`config.mk`:
```
export PLATFORM = sky130hd
export DESIGN_NAME = ssr_spi_slave
export DESIGN_NICKNAME = d
export VERILOG_FILES = /design/src/logic/ssr_pkg.sv /design/src/logic/ssr_spi_slave.sv
export SDC_FILE = /design/constraint.sdc
export NUM_CORES = 1
export LEC_CHECK = 0
export BUFFER_PORTS_ARGS = -buffer_cell sky130_fd_sc_hd__buf_2
export CORE_UTILIZATION = 54
export DETAILED_ROUTE_END_ITERATION = 8
export PLACE_DENSITY = 0.76
export SETUP_SLACK_MARGIN = 0.5
export SYNTH_ARGS = -nofsm -noshare
export SYNTH_HDL_FRONTEND = slang
export SYNTH_SLANG_ARGS = --single-unit
```
`constraint.sdc`:
```
create_clock -name core_clk -period 2.5 [get_ports core_clk]
set_clock_uncertainty 0.1 [all_clocks]
set_input_delay 0.25 -clock core_clk [delete_from_list [all_inputs] [get_ports core_clk]]
set_output_delay 0.25 -clock core_clk [all_outputs]
set_load 0.05 [all_outputs]
```
`src/logic/ssr_pkg.sv`:
```
package ssr_pkg;
    // ------------------------------------------------------------
    // Commands and address layout
    // ------------------------------------------------------------
    localparam logic [7:0] SSR_CMD_FAST_READ = 8'h0b;
    localparam logic [7:0] SSR_CMD_WRITE = 8'h02;
    localparam int SSR_ADDR_W = 14;
    localparam int SSR_DIR_MSB = 15;
    localparam int SSR_DIR_LSB = 14;
    localparam logic [1:0] SSR_DIR_INC = 2'h0;
    localparam logic [1:0] SSR_DIR_RSVD = 2'h1;
    localparam logic [1:0] SSR_DIR_DEC = 2'h2;
    localparam logic [1:0] SSR_DIR_STATIC = 2'h3;
    localparam logic [2:0] SSR_BIT_LAST = 3'h7;
    localparam logic [1:0] SSR_ADDR_BYTES = 2'h2;
    localparam logic [7:0] SSR_BYTE_ZERO = 8'h00;

    // ------------------------------------------------------------
    // Protocol states
    // ------------------------------------------------------------
    typedef enum logic [6:0] {
        SSR_OFF = 7'h01,
        SSR_WAIT_HIGH = 7'h02,
        SSR_IDLE = 7'h04,
        SSR_CMD = 7'h08,
        SSR_ADDR = 7'h10,
        SSR_DUMMY = 7'h20,
        SSR_DATA = 7'h40
    } ssr_state_t;

    typedef struct packed {
        logic [2:0] clk;
        logic [2:0] sel;
        logic [2:0] din;
    } ssr_sync_t;

    typedef struct packed {
        logic req;
        logic wr;
        logic [SSR_ADDR_W-1:0] addr;
        logic [7:0] data;
    } ssr_reg_req_t;

    typedef struct packed {
        ssr_sync_t sync;
        ssr_state_t state;
        logic isRead;
        logic [7:0] shiftIn;
        logic [2:0] bitCnt;
        logic [1:0] addrCnt;
        logic [1:0] dir;
        logic [SSR_ADDR_W-1:0] addr;
        logic [7:0] shiftOut;
        logic outEn;
        logic holdLow;
        logic awake;
        ssr_reg_req_t req;
        logic rdDone;
        logic rdAbort;
        logic wrAbort;
    } ssr_all_t;
endpackage

```
`src/logic/ssr_spi_slave.sv`:
```
// Contract
// - Pins ignored entirely until initialization done.
// - After initialization, wait for select_n rising edge before acting.
// - Init during low select_n: no register effect until select_n high.
// - Uninitialized: serial_out undriven, reads all ones via pull-up.
// - Not fully on: no internal effect; select_n fall requests wake.
// - Wake request is local to this device only.
// - Until awake, drive serial_out low while select_n low.
// - Woken mid-frame: ignore clock and data, hold low until select_n high.
// - After traffic, stay communicating until master permits lower state.
// - Read: 0Bh, two address bytes, one dummy byte.
// - Read data MSB first, launched on falling edges after last dummy.
// - select_n high releases serial_out.
// - Direction 00 increment, 10 decrement, 11 static for reads and writes.
// - Near end of each read byte, step address and capture next byte.
// - Write: 02h, two address bytes, data MSB first on rising edges.
// - Write commits only when full register received; partial discarded.
// - Each register read latches its value at read start.
// - Read side effect only after access begins; master sees old value.
// - Multi-byte side effect may wait for all bytes; each read triggers.
// - Events between capture and clear held pending, applied afterwards.
// - Modes 0 and 3; sample rising edges, launch falling edges.
// - Direction 01 decodes as increment.
// - Address MSB byte first; low 14 bits address, top two direction.
module ssr_spi_slave
    import ssr_pkg::*;
(
    input wire logic core_clk,
    input wire logic rst,
    input wire logic initDone,
    input wire logic fullyOn,
    input wire logic serial_clock,
    input wire logic select_n,
    input wire logic serial_in,
    output logic serial_out,
    output logic serialOutEn,
    output logic wakeReq,
    output logic stayAwake,
    input wire logic lowPowerAllowed,
    output logic regReq,
    output logic regWr,
    output logic [SSR_ADDR_W-1:0] regAddr,
    output logic [7:0] regWrData,
    input wire logic [7:0] regRdData,
    output logic regRdDone,
    output logic regRdAbort,
    output logic regWrAbort
);
    // ------------------------------------------------------------
    // State
    // ------------------------------------------------------------
    ssr_all_t s;
    ssr_all_t next_s;
    logic clkRise;
    logic clkFall;
    logic selRise;
    logic selFall;
    logic selLow;
    logic dinBit;
    logic [7:0] byteIn;
    logic [SSR_ADDR_W-1:0] stepAddr;

    // ------------------------------------------------------------
    // Elaboration checks
    // ------------------------------------------------------------
    // The byte slicing below hard-wires six address bits in the first address byte
    if (SSR_ADDR_W != 14 || SSR_DIR_MSB != 15 || SSR_DIR_LSB != 14) begin : g_bad_layout
        $error("address layout must be 14 address bits under a 2-bit direction");
    end

    // Bit 0 of each sync chain feeds only bit 1.
    assign clkRise = s.sync.clk[1] & ~s.sync.clk[2];
    assign clkFall = ~s.sync.clk[1] & s.sync.clk[2];
    assign selRise = s.sync.sel[1] & ~s.sync.sel[2];
    assign selFall = ~s.sync.sel[1] & s.sync.sel[2];
    assign selLow = ~s.sync.sel[2];
    assign dinBit = s.sync.din[2];
    assign byteIn = {s.shiftIn[6:0], dinBit};

    always_comb begin
        unique case (s.dir)
            SSR_DIR_INC, SSR_DIR_RSVD: stepAddr = s.addr + 1'b1;
            SSR_DIR_DEC: stepAddr = s.addr - 1'b1;
            SSR_DIR_STATIC: stepAddr = s.addr;
        endcase
    end

    // ------------------------------------------------------------
    // Protocol engine
    // ------------------------------------------------------------
    always_comb begin
        next_s = s;
        // Three flops per pin; the link clock is only sampled here
        next_s.sync.clk = {s.sync.clk[1:0], serial_clock};
        next_s.sync.sel = {s.sync.sel[1:0], select_n};
        next_s.sync.din = {s.sync.din[1:0], serial_in};
        next_s.req.req = 1'b0;
        next_s.rdDone = 1'b0;
        next_s.rdAbort = 1'b0;
        next_s.wrAbort = 1'b0;
        if (!fullyOn) begin
            next_s.awake = 1'b0;
        end else if (lowPowerAllowed && !selLow) begin
            next_s.awake = 1'b0;
        end
        if (!initDone) begin
            next_s.state = SSR_OFF;
            next_s.outEn = 1'b0;
            next_s.holdLow = 1'b0;
        end else begin
            unique case (s.state)
                SSR_OFF: begin
                    next_s.state = SSR_WAIT_HIGH;
                end
                SSR_WAIT_HIGH: begin
                    if (selRise) begin
                        next_s.state = SSR_IDLE;
                    end
                end
                SSR_IDLE: begin
                    if (selFall) begin
                        next_s.bitCnt = 3'h0;
                        next_s.addrCnt = 2'h0;
                        if (fullyOn) begin
                            next_s.state = SSR_CMD;
                            next_s.awake = 1'b1;
                        end else begin
                            next_s.holdLow = 1'b1;
                            next_s.outEn = 1'b1;
                            next_s.shiftOut = SSR_BYTE_ZERO;
                        end
                    end
                end
                SSR_CMD, SSR_ADDR, SSR_DUMMY, SSR_DATA: begin
                    if (clkRise) begin
                        next_s.shiftIn = byteIn;
                        next_s.bitCnt = s.bitCnt + 1'b1;
                    end
                    if (clkRise && s.bitCnt == SSR_BIT_LAST) begin
                        unique case (s.state)
                            SSR_CMD: begin
                                if (byteIn == SSR_CMD_FAST_READ) begin
                                    next_s.isRead = 1'b1;
                                    next_s.state = SSR_ADDR;
                                end else if (byteIn == SSR_CMD_WRITE) begin
                                    next_s.isRead = 1'b0;
                                    next_s.state = SSR_ADDR;
                                end else begin
                                    next_s.state = SSR_WAIT_HIGH;
                                end
                            end
                            SSR_ADDR: begin
                                next_s.addrCnt = s.addrCnt + 1'b1;
                                if (s.addrCnt == 2'h0) begin
                                    next_s.dir = byteIn[7:6];
                                    next_s.addr[SSR_ADDR_W-1:8] = byteIn[5:0];
                                end else begin
                                    next_s.addr[7:0] = byteIn;
                                    next_s.state = s.isRead ? SSR_DUMMY : SSR_DATA;
                                    if (s.isRead) begin
                                        next_s.req.req = 1'b1;
                                        next_s.req.wr = 1'b0;
                                        next_s.req.addr = {s.addr[SSR_ADDR_W-1:8], byteIn};
                                    end
                                end
                            end
                            SSR_DUMMY: begin
                                next_s.state = SSR_DATA;
                                next_s.shiftOut = regRdData;
                            end
                            default: begin
                                if (!s.isRead) begin
                                    // Register commits only on a whole byte
                                    next_s.req.req = 1'b1;
                                    next_s.req.wr = 1'b1;
                                    next_s.req.addr = s.addr;
                                    next_s.req.data = byteIn;
                                    next_s.addr = stepAddr;
                                end else begin
                                    next_s.rdDone = 1'b1;
                                end
                            end
                        endcase
                    end
                    // Read the next byte one rising edge before it is needed
                    if (clkRise && s.state == SSR_DATA && s.isRead &&
                        s.bitCnt == 3'h6) begin
                        next_s.addr = stepAddr;
                        next_s.req.req = 1'b1;
                        next_s.req.wr = 1'b0;
                        next_s.req.addr = stepAddr;
                    end
                    if (clkRise && s.state == SSR_DATA && s.isRead &&
                        s.bitCnt == SSR_BIT_LAST) begin
                        next_s.shiftOut = regRdData;
                    end
                    if (clkFall && s.state == SSR_DATA && s.isRead) begin
                        // First fall after the last dummy bit shows the MSB
                        next_s.outEn = 1'b1;
                        if (s.outEn && s.bitCnt != 3'h0) begin
                            next_s.shiftOut = {s.shiftOut[6:0], 1'b0};
                        end
                    end
                    if (selRise) begin
                        next_s.state = SSR_IDLE;
                        next_s.outEn = 1'b0;
                        // Only a cut data byte is a lost write; a cut header is not
                        next_s.wrAbort = ~s.isRead & (s.state == SSR_DATA) &
                            (s.bitCnt != 3'h0);
                        next_s.rdAbort = s.isRead & (s.state == SSR_DATA) &
                            (s.bitCnt != 3'h0);
                    end
                end
                default: begin
                    next_s.state = SSR_WAIT_HIGH;
                end
            endcase
            // Wake mid-frame: keep holding low until the frame ends
            if (s.holdLow && selRise) begin
                next_s.holdLow = 1'b0;
                next_s.outEn = 1'b0;
            end
        end
    end

    always_ff @(posedge core_clk) begin
        if (rst) begin
            s <= '{sync: '{clk: 3'h0, sel: 3'h7, din: 3'h0},
                   state: SSR_OFF, isRead: 1'b0, shiftIn: 8'h00,
                   bitCnt: 3'h0, addrCnt: 2'h0, dir: 2'h0,
                   addr: '0, shiftOut: 8'h00, outEn: 1'b0,
                   holdLow: 1'b0, awake: 1'b0,
                   req: '{req: 1'b0, wr: 1'b0, addr: '0, data: 8'h00},
                   rdDone: 1'b0, rdAbort: 1'b0, wrAbort: 1'b0};
        end else begin
            s <= next_s;
        end
    end

    // ------------------------------------------------------------
    // Outputs
    // ------------------------------------------------------------
    // Holding low loads a zero byte, so the flop alone already shows low
    assign serial_out = s.shiftOut[7];
    assign serialOutEn = s.outEn & initDone;
    // Wake is asserted only toward this device's power logic
    assign wakeReq = s.holdLow;
    assign stayAwake = s.awake;
    assign regReq = s.req.req;
    assign regWr = s.req.wr;
    assign regAddr = s.req.addr;
    assign regWrData = s.req.data;
    assign regRdDone = s.rdDone;
    assign regRdAbort = s.rdAbort;
    assign regWrAbort = s.wrAbort;
endmodule

```
==> results.toml <==
[outcome]
outcome = "finished, violations left"
violations = "design-rule violations"

[finish]
area_growth_pct = 37.2
drive_gt1_frac = 0.428
n_fill_cell = 561
multiInputGateArea_um2 = 3560
regArea_um2 = 1700
nNetsFinal = 707
diodes = 0

[clocking]
cts_buffers = 9
cts_tree = "built"
cts.clk_slew.worst_paths_ns = 0.10
h-tree-depth = 3
cts.path.max_buffers = 2
cts-root-buf = "clkbuf_8"
cts.sinks = 83
clkLatencyLatePin_ns = 0.37

[worst_setup_path]
path_buf_inv = 3
slowest_stage = "o41ai_4"
crit_path_start_kind = "flip-flop"
cp.arrival_ns = 2.58
setup.worst_path.class = "reg -> reg"
critPathTopFamily = "compound AO/OA/AOI/OAI gates"
critPathRequiredTime_ns = 2.68
cpPeakStageDelay_ns = 0.43
crit_fanout = 7
crit_chain = "buf_6 > nor4_4 > a21oi_2 > o41ai_4 > buf_4 > o211ai_4 > clkbuf_16 > nor2b_4 > nor3_1"
endpoint_kind = "flip-flop"

[placement]
dp_slack_ns = 0.137
numPortBuffers = 46
gp_congestion = 1.02
hpwl_mm = 9.95

[hold_path]
hold_class = "in -> reg"

[floorplan]
die_area_um2 = 9590
placementRows = 34
fp.dieH_um = 97.9
ios = 47
start_util = 0.565
core_um2 = 8810
die_x_um = 97.9

[route]
routed_wirelength_mm = 16.3
dr.pass1.iters = 7
vias = 5216
routedWlPerCell_um = 20.5
viasPerCell = 6.54
drtIter0Drc = 627
drc_errors = 2
ant_nets = 0

[synth]
synth_edf_count = 0
synth.cell_area_um2 = 4970
synth_common_cells = "dfxtp_1, nor2_1, mux2i_1, a21oi_1"
yosysMostFrequentCell = "dfxtp_1"
syn_avg_cell_area_um2 = 8.35
synth_top_area_cell = "dfxtp_1"
synth-main-ff-cell = "dfxtp_1"
synthArstFlopShare = 0
synthesis.nets = 618
ys_seq_elements = 83
synth_area_leaders = "dfxtp_1, mux2i_1, nor2_1"
seq_area_frac_synth = 0.334
yosysWarnings = 0
synth_top_area_share = 0.334
synth_cell_type_count = 71
syn_inst = 595

[timing]
fin_ws_ns = 0.107
worst_pin_slew_ns = 0.546
max_slew_margin = 0.633
setup-tns-final_ns = 0
maxSlewViolCount = 0
finalSetupViolCount = 0
min_period_over_period = 0.957
whs_ns = 0.00919
timing.fmax_mhz = 418
finalHoldViolations = 0
grt_setup_unrepaired = "true"
min_period_ns = 2.39

[job]
drv_cap = 0

[global_route]
grt_remaining_overflow = 0
antenna_found_initial = 0
first_global_vias = 4552
grt_use_total = 0.308
grt_pass1_wl_mm = 23.4
grt_max_degree = 41

[power]
p_leak_nw = 2.59
power_density_nw_per_um2 = 380
p_total_mw = 2.59
ir_drop_v = 0.000415
==> power by group <==
group | leakage [nW] | internal, mW | switching, mW
Combinational | 1.79 | 0.0470 | 0.0648
Sequential | 0.680 | 1.32 | 0.00899
Clock | 0.118 | 0.584 | 0.563
Total | 2.59 | 1.95 | 0.637
==> per-stage QoR <==
step | cell area (um^2) | instances | utilization
after floorplan | 5210 | 595 | -
after global placement | 5530 | 734 | 0.628
after detailed placement | 5530 | 734 | 0.628
after CTS | 6220 | 780 | 0.707
after global routing | 6820 | 797 | 0.775
final | 6820 | 797 | 0.775
==> metal layers <==
metal,up-vias,global-route usage,share of wire
met1,2487,0.428,0.41
met2,338,0.479,0.46
met5,-,0,0
li1,2331,-,-
met3,60,0.0637,0.098
met4,0,0.100,0.029
==> cell type report <==
type	instances	share of cell area
clock buffers	9	0.0182
clock inverters	7	0.0160
inverters	20	0.0114
multi-input cells	428	0.522
flip-flops and latches	83	0.249
well taps	108	0.0198
repair buffers	142	0.163
==> registers in the layout, indices dropped and copies added, names as in the netlist, 6 cells and up <==
| register | count |
|---|---|
| regWrData | 8 |
| regAddr | 14 |
| s | 39 |
| next_s | 6 |
| byteIn | 8 |
==> final timing paths <==
kind / from / end / slack [ns] / depth (start not counted)
min: serial_in / next_s[76] / 0.009 / 2
min reg2reg: next_s[79] / next_s[80] / 0.33 / 1
max reg2reg: s[68] / regAddr[8] / 0.11 / 9
max: s[68] / regAddr[8] / 0.11 / 9
==> cell usage in the layout (no fill, tap or decap), types with 12 or more instances in the layout <==
| master | count |
|---|---|
| a21oi_1 | 19 |
| a21oi_2 | 12 |
| buf_2 | 46 |
| buf_4 | 66 |
| buf_6 | 23 |
| dfxtp_1 | 66 |
| inv_1 | 17 |
| mux2i_1 | 33 |
| nand2_1 | 24 |
| nand2b_1 | 14 |
| nor2_1 | 52 |
| nor2b_1 | 19 |
| nor3_1 | 20 |
==> logic make-up (layout without fill, tap and decap cells) <==
kind of cell / after synthesis / in the layout / synth area share
and+or+nand+nor: 241 / 241 / 0.274
AOI/OAI and AO/OA: 133 / 133 / 0.199
buffers and inverters: 84 / 178 / 0.0823
DFF: 83 / 83 / 0.334
muxes: 35 / 35 / 0.0717
xor gates and xnor gates: 12 / 12 / 0.0211
adders and majority gates: 7 / 7 / 0.0176
==> what timing repair did <==
item,in CTS,in global routing
gates resized for setup,53,95
setup endpoints to repair,70,72
buffers inserted,28,13
hold endpoints to repair,2,0
pin swaps,19,43
hold buffers,2,0
gates cloned,0,4
==> worst reg2reg max path, stage by stage, from the launching register on <==
cell,delay (ns)
dfxtp_4,0.37
buf_6,0.12
nor4_4,0.32
a21oi_2,0.12
o41ai_4,0.43
buf_4,0.19
o211ai_4,0.12
clkbuf_16,0.22
nor2b_4,0.12
nor3_1,0.20
(Power assumes the default switching activity.)
